**src/siom_consts.vh**
```
// Constants for the servo I/O signal mapping block.
`ifndef SIOM_CONSTS_VH
`define SIOM_CONSTS_VH

// Register addresses.
`define SIOM_ADDR_INPUT_ALLOC_A        16'h3361
`define SIOM_ADDR_INPUT_ALLOC_B        16'h3362
`define SIOM_ADDR_OUTPUT_ALLOC         16'h3363
`define SIOM_ADDR_BUS_INPUT_LOW_EN     16'h3364
`define SIOM_ADDR_BUS_INPUT_HIGH_EN    16'h3365
`define SIOM_ADDR_INPUT_FILTER_CYCLES  16'h3366
`define SIOM_ADDR_ALARM_OUTPUT_FILTER  16'h3367
`define SIOM_ADDR_INPUT_INVERT_A       16'h3368
`define SIOM_ADDR_IRQ_STATUS           16'h3380
`define SIOM_ADDR_IRQ_MASK             16'h3381
`define SIOM_ADDR_IO_STATE             16'h3382

// Reset values.
`define SIOM_RST_INPUT_ALLOC_A         16'h3210
`define SIOM_RST_INPUT_ALLOC_B         16'h0004
`define SIOM_RST_OUTPUT_ALLOC          16'h0210
`define SIOM_RST_BUS_INPUT_LOW_EN      16'h0000
`define SIOM_RST_BUS_INPUT_HIGH_EN     16'h0000
`define SIOM_RST_INPUT_FILTER_CYCLES   16'h0001
`define SIOM_RST_ALARM_OUTPUT_FILTER   16'h0001
`define SIOM_RST_INPUT_INVERT_A        16'h0000
`define SIOM_RST_IRQ_MASK              16'h0000

// Field layout and limits.
`define SIOM_INPUT_FILTER_MAX          16'h03e8
`define SIOM_ALARM_FILTER_MAX          16'h0003
`define SIOM_BUS_LOW_FIRST_BIT         16
`define SIOM_BUS_HIGH_BIT              24
`define SIOM_NUM_INPUTS                5
`define SIOM_NUM_FUNCS                 8
`define SIOM_NUM_OUTPUTS               3
`define SIOM_NUM_STATUS                12

// Interrupt status bits.
`define SIOM_IRQ_INPUT_CHANGE          0
`define SIOM_IRQ_ALARM_CHANGE          1
`define SIOM_IRQ_RESTART_DONE          2
`define SIOM_IRQ_WIDTH                 3

`endif

```
**src/siom_top_end.v**
```verilog
// Closing file of the block; it holds no logic of its own.
`timescale 1ns/100ps
`default_nettype none
`default_nettype wire

```
**src/siom_filt.v**
```verilog
// Stability filter counting control cycles before accepting a new level.
`timescale 1ns/100ps
`default_nettype none

module siom_filt (
  input  wire        clk,
  input  wire        rst_n,
  input  wire        ctrl_tick,
  input  wire [10:0] limit,
  input  wire        level_in,
  output reg         level_out
);

  reg  [10:0] count;
  wire [10:0] next_count;

  assign next_count = count + 11'h001;

  always @(posedge clk or negedge rst_n) begin
    if (!rst_n) begin
      count     <= 11'h000;
      level_out <= 1'b0;
    end else if (limit == 11'h000) begin
      // A zero setting bypasses filtering entirely.
      count     <= 11'h000;
      level_out <= level_in;
    end else if (ctrl_tick) begin
      if (level_in == level_out) begin
        // Any return to the old level restarts the stability count.
        count <= 11'h000;
      end else if (next_count >= limit) begin
        count     <= 11'h000;
        level_out <= level_in;
      end else begin
        count <= next_count;
      end
    end
  end

endmodule // siom_filt

`default_nettype wire

```
**src/siom_top.v**
```verilog
// Servo I/O signal mapping: pin and bus input routing, filters and output allocation.
`timescale 1ns/100ps
`default_nettype none

`include "siom_consts.vh"

module siom_top (
  input  wire        clk,
  input  wire        rst_n,
  input  wire        ctrl_tick,
  input  wire        restart,
  input  wire [15:0] reg_addr,
  input  wire [15:0] reg_wdata,
  input  wire        reg_wr,
  input  wire        reg_rd,
  output reg  [15:0] reg_rdata,
  input  wire [4:0]  input_pin,
  input  wire [31:0] bus_digital_in,
  output reg  [7:0]  drive_func,
  input  wire [11:0] drive_status,
  output reg  [2:0]  output_pin,
  input  wire        alarm_in,
  output wire        alarm_out,
  output wire        irq
);

  // ---------------------------------------------------------------
  // Register file
  // ---------------------------------------------------------------
  // Settings are plain storage here; none of them acts until the logic
  // below copies it on restart or reads it live.
  reg  [15:0] input_alloc_a;
  reg  [15:0] input_alloc_b;
  reg  [15:0] output_alloc;
  reg  [15:0] bus_input_low_enable;
  reg  [15:0] bus_input_high_enable;
  reg  [15:0] input_filter_cycles;
  reg  [15:0] alarm_output_filter;
  reg  [15:0] input_invert_a;
  reg  [15:0] irq_mask;
  reg  [`SIOM_IRQ_WIDTH-1:0] irq_status;

  // Copies in use; allocation settings only take effect on restart.
  reg  [15:0] act_alloc_a;
  reg  [15:0] act_alloc_b;
  reg  [15:0] act_out_alloc;
  reg  [15:0] act_bus_low;
  reg  [15:0] act_bus_high;
  reg  [15:0] act_invert_a;

  wire        wr_hit_status;
  wire [`SIOM_IRQ_WIDTH-1:0] event_set;
  wire [`SIOM_IRQ_WIDTH-1:0] status_clear;

  // Writes land at the strobe edge and never stall the bus; writes to
  // unmapped addresses are dropped.
  assign wr_hit_status = reg_wr && (reg_addr == `SIOM_ADDR_IRQ_STATUS);
  assign status_clear  = wr_hit_status ? reg_wdata[`SIOM_IRQ_WIDTH-1:0] :
                         {`SIOM_IRQ_WIDTH{1'b0}};

  always @(posedge clk or negedge rst_n) begin
    if (!rst_n) begin
      input_alloc_a         <= `SIOM_RST_INPUT_ALLOC_A;
      input_alloc_b         <= `SIOM_RST_INPUT_ALLOC_B;
      output_alloc          <= `SIOM_RST_OUTPUT_ALLOC;
      bus_input_low_enable  <= `SIOM_RST_BUS_INPUT_LOW_EN;
      bus_input_high_enable <= `SIOM_RST_BUS_INPUT_HIGH_EN;
      input_filter_cycles   <= `SIOM_RST_INPUT_FILTER_CYCLES;
      alarm_output_filter   <= `SIOM_RST_ALARM_OUTPUT_FILTER;
      input_invert_a        <= `SIOM_RST_INPUT_INVERT_A;
      irq_mask              <= `SIOM_RST_IRQ_MASK;
    end else if (reg_wr) begin
      case (reg_addr)
        `SIOM_ADDR_INPUT_ALLOC_A:       input_alloc_a         <= reg_wdata;
        `SIOM_ADDR_INPUT_ALLOC_B:       input_alloc_b         <= reg_wdata;
        `SIOM_ADDR_OUTPUT_ALLOC:        output_alloc          <= reg_wdata;
        `SIOM_ADDR_BUS_INPUT_LOW_EN:    bus_input_low_enable  <= reg_wdata;
        `SIOM_ADDR_BUS_INPUT_HIGH_EN:   bus_input_high_enable <= reg_wdata;
        `SIOM_ADDR_INPUT_FILTER_CYCLES: input_filter_cycles   <= reg_wdata;
        `SIOM_ADDR_ALARM_OUTPUT_FILTER: alarm_output_filter   <= reg_wdata;
        `SIOM_ADDR_INPUT_INVERT_A:      input_invert_a        <= reg_wdata;
        `SIOM_ADDR_IRQ_MASK:            irq_mask              <= reg_wdata;
        default: begin
        end
      endcase
    end
  end

  // ---------------------------------------------------------------
  // Settings in use
  // ---------------------------------------------------------------
  // Allocation, bus source and inversion change only on a restart pulse, so
  // a half-written mapping never reaches the drive functions; the two filter
  // settings are read live from the register file instead.
  always @(posedge clk or negedge rst_n) begin
    if (!rst_n) begin
      act_alloc_a   <= `SIOM_RST_INPUT_ALLOC_A;
      act_alloc_b   <= `SIOM_RST_INPUT_ALLOC_B;
      act_out_alloc <= `SIOM_RST_OUTPUT_ALLOC;
      act_bus_low   <= `SIOM_RST_BUS_INPUT_LOW_EN;
      act_bus_high  <= `SIOM_RST_BUS_INPUT_HIGH_EN;
      act_invert_a  <= `SIOM_RST_INPUT_INVERT_A;
    end else if (restart) begin
      act_alloc_a   <= input_alloc_a;
      act_alloc_b   <= input_alloc_b;
      act_out_alloc <= output_alloc;
      act_bus_low   <= bus_input_low_enable;
      act_bus_high  <= bus_input_high_enable;
      act_invert_a  <= input_invert_a;
    end
  end

  // ---------------------------------------------------------------
  // Input path: source select, filter, inversion
  // ---------------------------------------------------------------
  wire [4:0]  raw_in;
  wire [4:0]  filt_in;
  wire [4:0]  final_in;
  wire [4:0]  bus_sel;
  wire [4:0]  inv_sel;
  wire [3:0]  in_code [0:4];
  wire [10:0] in_limit;
  wire [10:0] alarm_limit;
  wire [15:0] in_limit_full;
  wire [15:0] alarm_max;

  // Oversized settings are clamped rather than wrapped so that a bad write
  // cannot silently shorten the filter.
  assign in_limit_full = (input_filter_cycles > `SIOM_INPUT_FILTER_MAX) ?
                         `SIOM_INPUT_FILTER_MAX : input_filter_cycles;
  assign in_limit      = in_limit_full[10:0];
  // The alarm count is kept in whole control cycles, two per setting step.
  assign alarm_max     = `SIOM_ALARM_FILTER_MAX;
  assign alarm_limit   = (alarm_output_filter > `SIOM_ALARM_FILTER_MAX) ?
                         {alarm_max[9:0], 1'b0} :
                         {alarm_output_filter[9:0], 1'b0};

  // ---------------------------------------------------------------
  // Source select
  // ---------------------------------------------------------------
  // Pin e has no inversion digit in this register, so it passes unchanged.
  assign bus_sel[4] = act_bus_high[0];
  assign inv_sel[4] = 1'b0;
  assign in_code[4] = act_alloc_b[3:0];
  assign raw_in[4]  = bus_sel[4] ? bus_digital_in[`SIOM_BUS_HIGH_BIT] : input_pin[4];

  // Inversion sits after the filter, so the stability count always works on
  // the raw level and a new inversion takes effect without a filter delay.
  genvar gi;
  generate
    for (gi = 0; gi < `SIOM_NUM_INPUTS; gi = gi + 1) begin : g_in
      if (gi < 4) begin : g_abcd
        assign bus_sel[gi] = act_bus_low[gi*4];
        assign inv_sel[gi] = act_invert_a[gi*4];
        assign in_code[gi] = act_alloc_a[gi*4+3:gi*4];
        assign raw_in[gi]  = bus_sel[gi] ? bus_digital_in[`SIOM_BUS_LOW_FIRST_BIT+gi] :
                             input_pin[gi];
      end
      siom_filt u_filt (
        .clk       (clk),
        .rst_n     (rst_n),
        .ctrl_tick (ctrl_tick),
        .limit     (in_limit),
        .level_in  (raw_in[gi]),
        .level_out (filt_in[gi])
      );
      assign final_in[gi] = filt_in[gi] ^ inv_sel[gi];
    end
  endgenerate

  siom_filt u_alarm_filt (
    .clk       (clk),
    .rst_n     (rst_n),
    .ctrl_tick (ctrl_tick),
    .limit     (alarm_limit),
    .level_in  (alarm_in),
    .level_out (alarm_out)
  );

  // ---------------------------------------------------------------
  // Function and output allocation
  // ---------------------------------------------------------------
  // Outputs are registered so that the drive sees clean levels even in the
  // cycle in which an allocation copy changes on restart.
  reg [7:0] next_drive_func;
  reg [2:0] next_output_pin;
  reg [3:0] out_code;
  integer   fi;
  integer   ii;

  always @* begin
    next_drive_func = 8'h00;
    next_output_pin = 3'b000;
    out_code        = 4'h0;
    // Several pins on one function are ORed; codes above seven drive nothing.
    for (fi = 0; fi < `SIOM_NUM_FUNCS; fi = fi + 1) begin
      for (ii = 0; ii < `SIOM_NUM_INPUTS; ii = ii + 1) begin
        if (in_code[ii] == fi[3:0] && final_in[ii]) begin
          next_drive_func[fi] = 1'b1;
        end
      end
    end
    // Status codes past the last wired status leave the pin low.
    for (ii = 0; ii < `SIOM_NUM_OUTPUTS; ii = ii + 1) begin
      out_code = act_out_alloc[ii*4 +: 4];
      if (out_code < `SIOM_NUM_STATUS) begin
        next_output_pin[ii] = drive_status[out_code];
      end
    end
  end

  always @(posedge clk or negedge rst_n) begin
    if (!rst_n) begin
      drive_func <= 8'h00;
      output_pin <= 3'b000;
    end else begin
      drive_func <= next_drive_func;
      output_pin <= next_output_pin;
    end
  end

  // ---------------------------------------------------------------
  // Interrupts
  // ---------------------------------------------------------------
  // Each edge detector starts from the reset level of its source, so the
  // release of reset itself raises no event.
  reg [4:0] prev_in;
  reg       prev_alarm;

  always @(posedge clk or negedge rst_n) begin
    if (!rst_n) begin
      prev_in    <= 5'b00000;
      prev_alarm <= 1'b0;
    end else begin
      prev_in    <= final_in;
      prev_alarm <= alarm_out;
    end
  end

  assign event_set[`SIOM_IRQ_INPUT_CHANGE] = (prev_in != final_in);
  assign event_set[`SIOM_IRQ_ALARM_CHANGE] = (prev_alarm != alarm_out);
  assign event_set[`SIOM_IRQ_RESTART_DONE] = restart;

  // A new event in the same cycle as its clear keeps the bit set.
  always @(posedge clk or negedge rst_n) begin
    if (!rst_n) begin
      irq_status <= {`SIOM_IRQ_WIDTH{1'b0}};
    end else begin
      irq_status <= (irq_status & ~status_clear) | event_set;
    end
  end

  // The interrupt is a plain level: software must clear a status bit before
  // it can see a second event of the same kind.
  assign irq = |(irq_status & irq_mask[`SIOM_IRQ_WIDTH-1:0]);

  // ---------------------------------------------------------------
  // Read data
  // ---------------------------------------------------------------
  // Read data stand for one cycle and then fall back to zero, so a stale
  // word can never be taken for a fresh read.
  reg [15:0] next_rdata;

  always @* begin
    case (reg_addr)
      `SIOM_ADDR_INPUT_ALLOC_A:       next_rdata = input_alloc_a;
      `SIOM_ADDR_INPUT_ALLOC_B:       next_rdata = input_alloc_b;
      `SIOM_ADDR_OUTPUT_ALLOC:        next_rdata = output_alloc;
      `SIOM_ADDR_BUS_INPUT_LOW_EN:    next_rdata = bus_input_low_enable;
      `SIOM_ADDR_BUS_INPUT_HIGH_EN:   next_rdata = bus_input_high_enable;
      `SIOM_ADDR_INPUT_FILTER_CYCLES: next_rdata = input_filter_cycles;
      `SIOM_ADDR_ALARM_OUTPUT_FILTER: next_rdata = alarm_output_filter;
      `SIOM_ADDR_INPUT_INVERT_A:      next_rdata = input_invert_a;
      `SIOM_ADDR_IRQ_STATUS:          next_rdata = {13'h0000, irq_status};
      `SIOM_ADDR_IRQ_MASK:            next_rdata = irq_mask;
      `SIOM_ADDR_IO_STATE:            next_rdata = {alarm_out, output_pin, drive_func, 4'h0};
      default:                        next_rdata = 16'h0000;
    endcase
  end

  always @(posedge clk or negedge rst_n) begin
    if (!rst_n) begin
      reg_rdata <= 16'h0000;
    end else if (reg_rd) begin
      reg_rdata <= next_rdata;
    end else begin
      reg_rdata <= 16'h0000;
    end
  end

endmodule // siom_top

`default_nettype wire

```
**config.mk**
```make
export PLATFORM = sky130hd
export DESIGN_NAME = siom_top
export DESIGN_NICKNAME = d
export VERILOG_FILES = /design/src/siom_top_end.v /design/src/siom_filt.v /design/src/siom_top.v
export VERILOG_INCLUDE_DIRS = /design/src
export SDC_FILE = /design/constraint.sdc
export NUM_CORES = 1
export LEC_CHECK = 0
export ABC_AREA = 1
export ABC_CLOCK_PERIOD_IN_PS = 7500
export CAP_MARGIN = 30
export CORE_MARGIN = 4
export CORE_UTILIZATION = 60
export CTS_CLUSTER_SIZE = 10
export DETAILED_ROUTE_END_ITERATION = 7
export DONT_BUFFER_PORTS = 1
export PLACE_DENSITY = 0.76
export REMOVE_ABC_BUFFERS = 1
export SYNTH_ARGS = -nofsm -noshare
export SYNTH_HDL_FRONTEND = slang
export SYNTH_SLANG_ARGS = --single-unit
```
**constraint.sdc**
```tcl
create_clock -name clk -period 7.5 [get_ports clk]
set_clock_uncertainty 0.2 [all_clocks]
set_input_delay 1.5 -clock clk [delete_from_list [all_inputs] [get_ports clk]]
set_output_delay 1.5 -clock clk [all_outputs]
set_load 0.01 [all_outputs]
```
Word level (Yosys, flattened, before mapping)
Index checks and enable logic that the tools add are counted.
{"block": "op_classes", "add_sub_neg": 6, "order_cmp": 14, "n_eq_ne": 60, "n_mux": 107, "bitwise": 8, "reduce_logical": 72}
{"cell": "$mux W11", "n": 26}
{"cell": "$eq A16 B14 Y1 const B", "n": 11}
{"cell": "$pmux W16 S11", "n": 1}
{"cell": "$eq A4 B3 Y1 const B", "n": 20}
{"cell": "$mux W1", "n": 75}
{"cell": "$add A11 B1 Y11 const B", "n": 6}
{"cell": "$ge A11 B11 Y1", "n": 6}
{"cell": "$logic_and A1 B1 Y1", "n": 41}
{"cell": "$eq A4 B2 Y1 const B", "n": 10}
{"cell": "$logic_not A11 Y1", "n": 2}
{"cell": "$eq A4 B1 Y1 const B", "n": 5}
{"cell": "$logic_not A4 Y1", "n": 5}
{"cell": "$reduce_and A2 Y1", "n": 9}
{"cell": "$reduce_and A3 Y1", "n": 6}
{"cell": "$gt A16 B10 Y1 const B", "n": 1}
{"cell": "$gt A16 B2 Y1 const B", "n": 1}
{"cell": "$mux W16", "n": 1}
{"cell": "$reduce_bool A2 Y1", "n": 8}
{"cell": "$lt A4 B5 Y1 const B", "n": 3}
{"cell": "$bmux W1 S4", "n": 3}
{"cell": "$lt A4 B4 Y1 const B", "n": 3}
{"cell": "$ne A2 B2 Y1 const B", "n": 4}
{"cell": "$and A3 B3 Y3", "n": 2}
{"cell": "$eq A1 B1 Y1", "n": 6}
{"cell": "other kinds (8)", "n": 12}
{"block": "word_totals", "ff_bits": 311, "in_bits": 88, "out_inout_bits": 29, "elab_cells": 300}

Logic depth before layout (Yosys ltp)
Gate-level depths: netlist of the first run.
{"block": "logic_depth", "word_depth": 7, "ltp_mapped": 18, "ltp_nobuf": 18}

Hierarchy
A second synthesis of the first run with hierarchy kept.
{"block": "hier_totals", "cells_unflattened": 2368, "area_unflattened_um2": 17395.4}
{"module": "siom_top", "instances": 1, "cells_each": 1320, "area_each_um2": 10502.6, "seq_area_each_um2": 5550.3}
{"module": "siom_filt at g_in[0].u_filt ...", "instances": 5, "cells_each": 174, "area_each_um2": 1133.6, "seq_area_each_um2": 300.3}
{"module": "siom_filt at g_in[3].u_filt", "instances": 1, "cells_each": 178, "area_each_um2": 1224.9, "seq_area_each_um2": 300.3}

Least setup slack after synthesis of the first run
No wires, ideal clock.
{"block": "synth_path", "kind": "input to register", "startpoint": "in reg_addr[4]", "endpoint": "reg input_invert_a[12]", "arrival_ns": 2.505, "required_time_ns": 7.171, "slack_ns": 4.666, "stages": 9, "path_buffers": 1, "cell_sequence": "nor2_2 nand2_4 nor2_4 nand2_2 clkinv_2 nand2_4 buf_2 nand2_1 o21ai_0"}
{"block": "synth_via", "elab_chain_cells": 2}
{"element": "start, declared", "line_no": "siom_top.v:12", "text": "input wire [15:0] reg_addr,"}
{"element": "$eq A16 B14 Y1", "line_no": "siom_top.v:73", "text": "case (reg_addr)"}
{"element": "$reduce_and A2 Y1 (no source line)"}
{"element": "end signal, assigned", "line_no": "siom_top.v:70", "text": "input_invert_a <= `SIOM_RST_INPUT_INVERT_A;"}
{"element": "end signal, assigned", "line_no": "siom_top.v:81", "text": "`SIOM_ADDR_INPUT_INVERT_A: input_invert_a <= reg_wdata;"}
{"element": "end, declared", "line_no": "siom_top.v:39", "text": "reg [15:0] input_invert_a;"}
No other way between the ends.
A chain may end at the register's enable or synchronous reset.

Worst setup path after layout of the first run
{"block": "layout_path", "startpoint": "in reg_addr[15]", "endpoint": "reg input_alloc_a[4]"}
{"block": "layout_via", "elab_chain_cells": 2}
{"element": "$eq A16 B14 Y1", "line_no": "siom_top.v:73"}
{"element": "$reduce_and A2 Y1 (no source line)"}
{"element": "end signal, assigned", "line_no": "siom_top.v:63", "text": "input_alloc_a <= `SIOM_RST_INPUT_ALLOC_A;"}
{"element": "end signal, assigned", "line_no": "siom_top.v:74", "text": "`SIOM_ADDR_INPUT_ALLOC_A: input_alloc_a <= reg_wdata;"}
{"element": "end, declared", "line_no": "siom_top.v:32", "text": "reg [15:0] input_alloc_a;"}
No other way between the ends.

==> impl_metrics.env, run 1 <==
export IMPL_status="finished, final reports clean"
export IMPL_row_count=60
export IMPL_maxCapViolCount=0
export IMPL_antenna_found_initial=1
export IMPL_start_kind="input pin"
export IMPL_syn2layout_area_growth_pct=6.94
export IMPL_critPathMaxFanout=46
export IMPL_gp_congestion=0.878
export IMPL_post_cts_setup_buffers=0
export IMPL_worst_pin_slew_ns=1.02
export IMPL_clk_latency_ns=0.52
export IMPL_synth_edf_count=0
export IMPL_dp_hpwl_um=30800
export IMPL_leakagePower_nw=8.82
export IMPL_ant_nets=0
export IMPL_synth_cell_types=44
export IMPL_ys_warn_count=0
export IMPL_finalCriticalPeriod_ns=3.98
export IMPL_htree_num_levels=2
export IMPL_netlist_instances=2139
export IMPL_fillers=2337
export IMPL_drv_slew=0
export IMPL_die_x_um=174
export IMPL_reg2reg_depth=15
export IMPL_grt_pass1_vias=13800
export IMPL_top_register="g_in.u_filt.count"
export IMPL_vdd_drop_max_mv=0.195
export IMPL_worstSetupPathType="in -> reg"
export IMPL_async_reset_ff_share_pct=100
export IMPL_synth_top_area_share_pct=42.0
export IMPL_port_buffers=0
export IMPL_ios=117
export IMPL_slew_headroom_pct=31.8
export IMPL_die_y_um=174
export IMPL_cts_sinks=293
export IMPL_rsz0062_at_grt="false"
export IMPL_netlist_top_cells_count="nand2_1, dfrtp_1, o21ai_0, inv_1, nor2_1"
export IMPL_cts_buffer_depth=3
export IMPL_final_net_count=2271
export IMPL_final_layout_size_suffix_gt1_share_pct=5.02
export IMPL_dr_total_vias=14600
export IMPL_drtIter0Drc=1474
export IMPL_grt_usage_pct=29.3
export IMPL_synth_most_common_cell="nand2_1"
export IMPL_cts_resized=0
export IMPL_coreArea_um2=27000
export IMPL_wl_per_cell_um=18.0
export IMPL_grt_pass1_wl_um=72300
export IMPL_hold_viol=0
export IMPL_ys_ff_latch=293
export IMPL_die_area_um2=30200
export IMPL_synthTopCellsByArea="dfrtp_1, nand2_1, o21ai_0, ha_1, nand3_1"
export IMPL_fin_crit_sh_pct=53.0
export IMPL_grt_overflow=0
export IMPL_cp_arrival_ns=4.19
export IMPL_syn_avg_cell_area_um2=7.71
export IMPL_synth_seq_area_share_pct=44.6
export IMPL_cts_made_buffers=36
export IMPL_drt_first_pass_iters=6
export IMPL_clk_pin_slew_ns=0.05
export IMPL_cts_tree="built"
export IMPL_ctsHoldBuffers=0
export IMPL_antennaDiodeCount=0
export IMPL_synth_area_um2=16500
export IMPL_setup_violations=0
export IMPL_end_kind="register"
export IMPL_layout_setup_ws_ns=3.52
export IMPL_routed_wl_um=44600
export IMPL_viasPerCell=5.90
export IMPL_dp_slack_ns=3.02
export IMPL_largest_register_ffs=55
export IMPL_hp_class="reg -> reg"
export IMPL_grt_max_degree=294
export IMPL_start_util_pct=61.0
export IMPL_synthDominantAreaCellType="dfrtp_1"
export IMPL_fmax_ghz=0.251
export IMPL_cts_root_buf="clkbuf_16"
export IMPL_drc=0
export IMPL_synth_ff_type="dfrtp_1"
export IMPL_hold_depth=2
export IMPL_critPathRequiredTime_ns=7.71
export IMPL_p_per_area_nw_per_um2=186
export IMPL_totalNegativeSetupSlack_ns=0
-- final timing paths --
| check | startpoint | slack (ns) | end |
|---|---|---|---|
| worst max-delay path | reg_addr[15] | 3.52 | input_alloc_a[4]$_DFFE_PN1P_ |
| worst min-delay path | u_alarm_filt.count[9]$_DFFE_PN0P_ | 0.28 | u_alarm_filt.count[9]$_DFFE_PN0P_ |
| worst max register to register | input_filter_cycles[6]$_DFFE_PN0P_ | 3.75 | g_in[2].u_filt.level_out$_DFFE_PN0P_ |
| worst min register to register | u_alarm_filt.count[9]$_DFFE_PN0P_ | 0.28 | u_alarm_filt.count[9]$_DFFE_PN0P_ |
| max in group asynchronous | rst_n | 6.02 | input_alloc_b[7]$_DFFE_PN0P_ |
| min in group asynchronous | rst_n | 0.49 | u_alarm_filt.count[5]$_DFFE_PN0P_ |
-- layout by cell type, fill, tap and decap left out, types with 17 or more instances in the layout --
| master | count |
|---|---|
| a21oi_1 | 59 |
| ha_1 | 71 |
| o21ai_0 | 192 |
| xnor2_1 | 17 |
| clkbuf_16 | 37 |
| nand3_1 | 170 |
| nand4_1 | 102 |
| inv_1 | 187 |
| dfrtp_1 | 277 |
| xor2_1 | 41 |
| nor3_1 | 24 |
| nand2_1 | 608 |
| nor2_1 | 174 |
| o21ai_1 | 36 |
-- cell families after synthesis --
group           after synthesis  synth area share (%)
flops                       293                  44.6
compound gates              309                  9.74
simple gates               1128                  30.1
buf+inv                     279                  7.05
xor+xnor                     58                  3.08
other cells                   1                0.0227
fa+ha+maj                    71                  5.39
-- power by group --
part | total, W | switching (W) | internal, W | leakage (nW)
Sequential | 0.00159 | 0.00000705 | 0.00159 | 3.98
Combinational | 0.0000889 | 0.0000690 | 0.0000199 | 4.32
Clock | 0.00160 | 0.000660 | 0.000938 | 0.510
-- stage by stage --
| step | hold slack [ns] | util, % | cell area, um2 | power, W | cells |
|---|---|---|---|---|---|
| final | 0.284 | 65.2 | 17600 | 0.00328 | 2474 |
| after global routing | 0.298 | 65.2 | 17600 | 0.00338 | 2474 |
| after CTS | 0.287 | 65.2 | 17600 | 0.00330 | 2474 |
| after detailed placement | 0.273 | 61.3 | 16600 | 0.00171 | 2415 |
| after global placement | 0.264 | 61.3 | 16600 | 0.00171 | 2414 |
| after floorplan | 0.249 | - | 16100 | 0.00168 | 2070 |
-- final cells by class --
class / instances / area [um2] / share of cell area, %
multi-input cells: 1579 / 8020 / 45.5
flip-flops and latches: 293 / 7350 / 41.7
clock buffers: 56 / 1030 / 5.83
inverters: 198 / 744 / 4.22
well taps: 341 / 427 / 2.42
repair buffers: 4 / 37.5 / 0.213
clock inverters: 3 / 26.3 / 0.149
-- worst max-delay path: stages --
cell,delay [ns]
nor2_1,0.08
nand2_1,0.09
nor2_4,0.77
buf_4,0.55
nand4_2,0.72
o21ai_0,0.46
-- metal layers --
metal / up-vias / track usage [%] / share of wire [%]
met1: 6950 / 41.6 / 43
met3: 95 / 6.39 / 8.6
met5: - / 0 / 0
met4: 0 / 9.07 / 3.2
li1: 6998 / - / -
met2: 562 / 45.6 / 45
Power figures use the tool's default switching activity.
==> inputs of run 2 (changes only) <==
--- a/config.mk
+++ b/config.mk
@@ -7,7 +7,7 @@
 export NUM_CORES = 1
 export LEC_CHECK = 0
 export ABC_AREA = 1
-export ABC_CLOCK_PERIOD_IN_PS = 7500
+export ABC_CLOCK_PERIOD_IN_PS = 4000
 export CAP_MARGIN = 30
 export CORE_MARGIN = 4
 export CORE_UTILIZATION = 60
==> constraint.sdc (replaced) <==
create_clock -name clk -period 4 [get_ports clk]
set_clock_uncertainty 0.2 [all_clocks]
set_input_delay 0.8 -clock clk [delete_from_list [all_inputs] [get_ports clk]]
set_output_delay 0.8 -clock clk [all_outputs]
set_load 0.01 [all_outputs]
==> impl_metrics.env, run 2 (synthesized netlist as in run 1, its figures left out) <==
export IMPL_crit_start="input_filter_cycles[13]$_DFFE_PN0P_"
export IMPL_fmax_ghz=0.297
export IMPL_gp_congestion=0.891
export IMPL_cp_arrival_ns=3.61
export IMPL_die_area_um2=30200
export IMPL_top_register="g_in.u_filt.count"
export IMPL_layout_commonest_cell="nand2_1"
export IMPL_die_y_um=174
export IMPL_maxCapViolCount=0
export IMPL_cts_tree="built"
export IMPL_ios=117
export IMPL_drc=0
export IMPL_fillers=2287
export IMPL_start_util_pct=61.0
export IMPL_viasPerCell=5.90
export IMPL_grt_pass1_wl_um=72200
export IMPL_worstSetupPathType="reg -> reg"
export IMPL_post_cts_setup_buffers=0
export IMPL_r2r_slack_ns=0.64
export IMPL_p_clk_share_pct=48.2
export IMPL_end_kind="register"
export IMPL_grt_pass1_vias=13900
export IMPL_cts_made_buffers=35
export IMPL_critPathMaxFanout=7
export IMPL_clk_pin_slew_ns=0.05
export IMPL_leakagePower_nw=8.89
export IMPL_worst_pin_slew_ns=1.01
export IMPL_drtIter0Drc=1501
export IMPL_htree_num_levels=2
export IMPL_cts_root_buf="clkbuf_16"
export IMPL_cts_resized=0
export IMPL_seq_power_share_pct=49.0
export IMPL_port_buffers=0
export IMPL_routed_wl_um=44600
export IMPL_finalCriticalPeriod_ns=3.36
export IMPL_critPathRequiredTime_ns=4.24
export IMPL_start_kind="register"
export IMPL_multiInputGateArea_um2=8020
export IMPL_grt_overflow=0
export IMPL_die_x_um=174
export IMPL_grt_max_degree=294
export IMPL_largest_register_ffs=55
export IMPL_ant_nets=0
export IMPL_hp_class="in -> async"
export IMPL_rr_startpoint="input_filter_cycles[13]$_DFFE_PN0P_"
export IMPL_clk_latency_ns=0.51
export IMPL_hold_viol=278
export IMPL_antenna_found_initial=1
export IMPL_switching_share_pct=21.9
export IMPL_dp_cells=2435
export IMPL_rsz0062_at_grt="false"
export IMPL_vdd_drop_max_mv=0.303
export IMPL_drt_first_pass_iters=6
export IMPL_p_int_w=0.00476
export IMPL_dp_hpwl_um=31000
export IMPL_grt_usage_pct=29.3
export IMPL_antennaDiodeCount=0
export IMPL_syn2layout_area_growth_pct=7.73
export IMPL_setup_violations=0
export IMPL_pwr_share_comb_pct=2.8
export IMPL_violations="hold timing"
export IMPL_whs_ns=-0.214
export IMPL_slew_headroom_pct=32.9
export IMPL_final_layout_size_suffix_gt1_share_pct=5.71
export IMPL_wl_per_cell_um=17.8
export IMPL_totalNegativeSetupSlack_ns=0
export IMPL_row_count=60
export IMPL_coreArea_um2=27000
export IMPL_p_per_area_nw_per_um2=343
export IMPL_cts_buffer_depth=3
export IMPL_cts_sinks=293
export IMPL_final_cells=2497
export IMPL_fin_crit_sh_pct=84.1
export IMPL_dr_total_vias=14700
export IMPL_seq_area_um2=7350
export IMPL_final_net_count=2290
export IMPL_p_sw_w=0.00133
export IMPL_status="finished, violations left"
export IMPL_layout_common_cells="nand2_1, dfrtp_1, o21ai_0"
export IMPL_drv_slew=0
-- run 2: cell count changes in the layout (fill, tap and decap cells not counted) --
cell	delta
clkbuf_8	-1
buf_8	-1
clkbuf_1	+7
buf_4	+21
inv_6	-3
-- run 2: cell type report --
cell class              instances  share of cell area [%]
repair buffers                 24                    1.01
clock buffers                  62                    5.85
inverters                     198                    4.19
multi-input cells            1579                    45.1
well taps                     341                    2.40
flip-flops and latches        293                    41.4
-- run 2: final timing paths --
path | endpoint | cells after the start
max | g_in[2].u_filt.count[1]$_DFFE_PN0P_ | 17
min | act_alloc_a[0]$_DFFE_PN0P_ | 0
max reg2reg | g_in[2].u_filt.count[1]$_DFFE_PN0P_ | 17
min reg2reg | irq_mask[5]$_DFFE_PN0P_ | 2
max in group asynchronous | g_in[4].u_filt.count[4]$_DFFE_PN0P_ | 0
min in group clk | act_out_alloc[9]$_DFFE_PN1P_ | 1
-- run 2: per-stage QoR --
step	cell area, um2	worst slack (ns)	utilization (%)	hold slack (ns)	power (W)
global route	17800	0.305	65.7	-0.229	0.00629
finish	17800	0.638	65.7	-0.214	0.00610
detailed placement	16700	0.716	61.9	0.272	0.00321
floorplan	16100	0.330	-	0.249	0.00315
CTS	17800	0.725	65.7	-0.212	0.00613
global placement	16700	0.792	61.9	0.260	0.00320
-- run 2: routing by layer --
layer  up-vias  track usage (%)  share of wire, %
met5         -                0                 0
met4         0             8.87               2.5
met3        73             5.98               9.2
met2       609             45.9                46
met1      7018             41.5                42
li1       7039                -                 -
-- run 2: power groups by stage --
| stage | clock [W] | combinational, W | sequential [W] |
|---|---|---|---|
| after CTS | 0.00297 | 0.000169 | 0.00299 |
| after global routing | 0.00311 | 0.000189 | 0.00299 |
| after global placement | 0 | 0.000165 | 0.00304 |
| after floorplan | 0 | 0.000113 | 0.00304 |
| after detailed placement | 0 | 0.000168 | 0.00304 |
| final | 0.00294 | 0.000170 | 0.00299 |
-- run 2: worst max-delay path: stages (launching register included) --
cell      delay, ns
dfrtp_1        0.39
nor2_1         0.17
nand2_1        0.09
nor3_1         0.14
nand2_1        0.08
nand2_2        0.11
inv_1          0.12
nor2_1         0.49
ha_1           0.33
nand2_1        0.06
nor2_1         0.05
nand3_1        0.06
nand3b_1       0.10
inv_1          0.04
nor2_1         0.42
buf_4          0.24
nand4_1        0.08
nand2_1        0.10
==> inputs of run 3 (changes only) <==
--- a/config.mk
+++ b/config.mk
@@ -6,11 +6,11 @@
 export SDC_FILE = /design/constraint.sdc
 export NUM_CORES = 1
 export LEC_CHECK = 0
-export ABC_AREA = 1
-export ABC_CLOCK_PERIOD_IN_PS = 4000
+export ABC_AREA = 0
+export ABC_CLOCK_PERIOD_IN_PS = 2950
 export CAP_MARGIN = 30
 export CORE_MARGIN = 4
-export CORE_UTILIZATION = 60
+export CORE_UTILIZATION = 58
 export CTS_CLUSTER_SIZE = 10
 export DETAILED_ROUTE_END_ITERATION = 7
 export DONT_BUFFER_PORTS = 1
==> constraint.sdc (replaced) <==
create_clock -name clk -period 2.95 [get_ports clk]
set_clock_uncertainty 0.2 [all_clocks]
set_input_delay 0.59 -clock clk [delete_from_list [all_inputs] [get_ports clk]]
set_output_delay 0.59 -clock clk [all_outputs]
set_load 0.01 [all_outputs]
==> impl_metrics.env, run 3 <==
export IMPL_cts_made_buffers=36
export IMPL_cts_tree="built"
export IMPL_final_net_count=1629
export IMPL_largest_register_ffs=55
export IMPL_seq_power_share_pct=48.6
export IMPL_synthDominantAreaCellType="dfrtp_1"
export IMPL_critPathMaxFanout=7
export IMPL_post_route_util_pct=72.0
export IMPL_die_x_um=171
export IMPL_antennaDiodeCount=0
export IMPL_busiest_layer="met2"
export IMPL_clk_latency_ns=0.54
export IMPL_synth_area_um2=15400
export IMPL_layout_commonest_cell="dfrtp_1"
export IMPL_worstSetupPathType="reg -> reg"
export IMPL_switching_share_pct=22.0
export IMPL_worst_pin_slew_ns=0.780
export IMPL_p_int_w=0.00650
export IMPL_grt_util_met2_pct=49.1
export IMPL_grtUsageMet1_pct=39.2
export IMPL_violations="hold timing, setup timing"
export IMPL_setup_violations=67
export IMPL_grt_overflow=0
export IMPL_whs_ns=-0.429
export IMPL_leakagePower_nw=8.98
export IMPL_dp_hpwl_um=27800
export IMPL_vdd_drop_max_mv=0.570
export IMPL_synth_cell_types=70
export IMPL_hold_viol=288
export IMPL_cts_buffer_depth=3
export IMPL_layout_setup_ws_ns=-0.220
export IMPL_htree_num_levels=2
export IMPL_gp_congestion=0.925
export IMPL_layout_common_cells="dfrtp_1, mux2_2, buf_4"
export IMPL_start_kind="register"
export IMPL_drtIter0Drc=1082
export IMPL_dr_total_vias=11900
export IMPL_async_reset_ff_share_pct=100
export IMPL_viasPerCell=6.48
export IMPL_slew_headroom_pct=47.8
export IMPL_fillers=1738
export IMPL_clk_pin_slew_ns=0.06
export IMPL_slowest_stage="dfrtp_1"
export IMPL_synth_top_area_share_pct=45.2
export IMPL_synth_ff_type="dfrtp_1"
export IMPL_start_util_pct=58.9
export IMPL_fmax_ghz=0.315
export IMPL_antenna_found_initial=0
export IMPL_top_register="g_in.u_filt.count"
export IMPL_synth_seq_area_share_pct=47.9
export IMPL_wl_per_cell_um=24.0
export IMPL_final_layout_size_suffix_gt1_share_pct=36.1
export IMPL_maxCapViolCount=0
export IMPL_netlist_instances=1308
export IMPL_syn2layout_area_growth_pct=22.1
export IMPL_totalNegativeSetupSlack_ns=-6.38
export IMPL_ant_nets=0
export IMPL_routed_wl_um=44000
export IMPL_grt_max_degree=294
export IMPL_grt_use_met3_pct=5.11
export IMPL_die_area_um2=29100
export IMPL_critical_path_max_stage_delay_ns=0.38
export IMPL_syn_avg_cell_area_um2=11.7
export IMPL_synth_edf_count=0
export IMPL_rsz0062_at_grt="true"
export IMPL_critPathRequiredTime_ns=3.21
export IMPL_coreArea_um2=26100
export IMPL_end_kind="register"
export IMPL_ys_warn_count=0
export IMPL_row_count=59
export IMPL_pwr_share_comb_pct=2.1
export IMPL_grt_pass1_wl_um=67300
export IMPL_cts_sinks=293
export IMPL_die_y_um=171
export IMPL_ys_ff_latch=293
export IMPL_grt_pass1_vias=12200
export IMPL_cts_root_buf="clkbuf_16"
export IMPL_synth_most_common_cell="dfrtp_1"
export IMPL_cp_arrival_ns=3.43
export IMPL_status="finished, violations left"
export IMPL_drt_first_pass_iters=5
export IMPL_hp_class="in -> async"
export IMPL_crit_path_cell_trace="or3_4, a21oi_2, nor3_2, nor2_2, and2_4, buf_6, ha_4, nand2b_4, a211oi_2, o311a_1, o211ai_1, buf_4, buf_8, buf_6, o21ai_2"
export IMPL_synthTopCellsByArea="dfrtp_1, mux2_2, ha_1, a22o_1, dfstp_2"
export IMPL_drc=0
export IMPL_ios=117
export IMPL_netlist_top_cells_count="dfrtp_1, mux2_2, nand2_1, ha_1, a22o_1"
export IMPL_p_clk_share_pct=49.3
export IMPL_grt_usage_pct=29.6
export IMPL_fin_crit_sh_pct=107
export IMPL_p_per_area_nw_per_um2=444
export IMPL_p_sw_w=0.00183
export IMPL_crit_top_cell="buf_6"
export IMPL_port_buffers=0
export IMPL_drv_slew=0
export IMPL_finalCriticalPeriod_ns=3.17
[run 3: area by class of cell]
type | instances | area, um2 | share of cell area, %
Inverter | 27 | 101 | 0.541
Multi-Input combinational cell | 955 | 8390 | 44.7
Tap cell | 335 | 419 | 2.24
Clock buffer | 58 | 1010 | 5.41
Timing Repair Buffer | 157 | 1390 | 7.39
Sequential cell | 293 | 7350 | 39.2
Clock inverter | 5 | 86.3 | 0.460
[run 3: routing by layer]
layer / vias to the layer above / part of all wire (%)
met3: 118 / 7.2
li1: 5235 / -
met4: 0 / 4.1
met2: 502 / 49
met5: - / 0
met1: 6011 / 40
[run 3: worst paths after layout]
kind,start,cells after the start,slack (ns),to
hold reg to reg,act_out_alloc[10]$_DFFE_PN0P_,1,0.30,output_pin[2]$_DFF_PN0_
min in group clk,reg_wdata[11],1,0.01,output_alloc[11]$_DFFE_PN0P_
hold / removal,rst_n,0,-0.43,u_alarm_filt.count[1]$_DFFE_PN0P_
setup / recovery,input_filter_cycles[1]$_DFFE_PN0P_,15,-0.22,g_in[4].u_filt.count[9]$_DFFE_PN0P_
setup reg to reg,input_filter_cycles[1]$_DFFE_PN0P_,15,-0.22,g_in[4].u_filt.count[9]$_DFFE_PN0P_
max in group asynchronous,rst_n,0,2.48,g_in[0].u_filt.count[1]$_DFFE_PN0P_
[run 3: logic make-up after synthesis]
logic type / Yosys count / share of synthesized area (%)
XOR/XNOR: 53 / 3.02
multiplexers: 211 / 16.0
AND/OR/NAND/NOR: 332 / 12.1
adder cells (fa/ha/maj): 71 / 5.79
AO/OA/AOI/OAI: 274 / 13.0
other: 1 / 0.0244
flip-flops: 293 / 47.9
buffers and inverters: 73 / 2.11
[run 3: worst max-delay path: cells and delay by family, from the launching register on]
family	cells	cell delay (ns)
AOI/OAI and AO/OA	5	0.78
adders and majority gates	1	0.20
and+or+nand+nor	5	0.93
buffers and inverters	4	0.60
DFF	1	0.38
[run 3: power by group through the flow]
stage	logic (W)	registers (W)	clock network, W
after global placement	0.000118	0.00412	0
after detailed placement	0.000121	0.00412	0
after CTS	0.000166	0.00405	0.00414
final	0.000178	0.00405	0.00410
after floorplan	0.0000977	0.00411	0
after global routing	0.000190	0.00405	0.00431
[run 3: timing repair]
action	4_1_cts	5_1_grt
gates resized for setup	95	79
endpoints found under the hold margin	349	294
hold buffers	19	1
gates cloned	2	0
endpoints found under the setup margin	72	72
pin swaps	45	43
setup buffers	9	11
[run 3: stage by stage]
step / hold slack (ns) / std cells / setup slack [ns] / instance area [um2] / power (W)
CTS: -0.437 / 1819 / -0.170 / 18300 / 0.00836
floorplan: 0.0944 / 1274 / -0.103 / 15200 / 0.00421
global route: -0.445 / 1830 / -0.334 / 18800 / 0.00855
finish: -0.429 / 1830 / -0.220 / 18800 / 0.00833
detailed placement: 0.114 / 1726 / -0.342 / 16500 / 0.00424
global placement: 0.114 / 1726 / -0.290 / 16500 / 0.00424
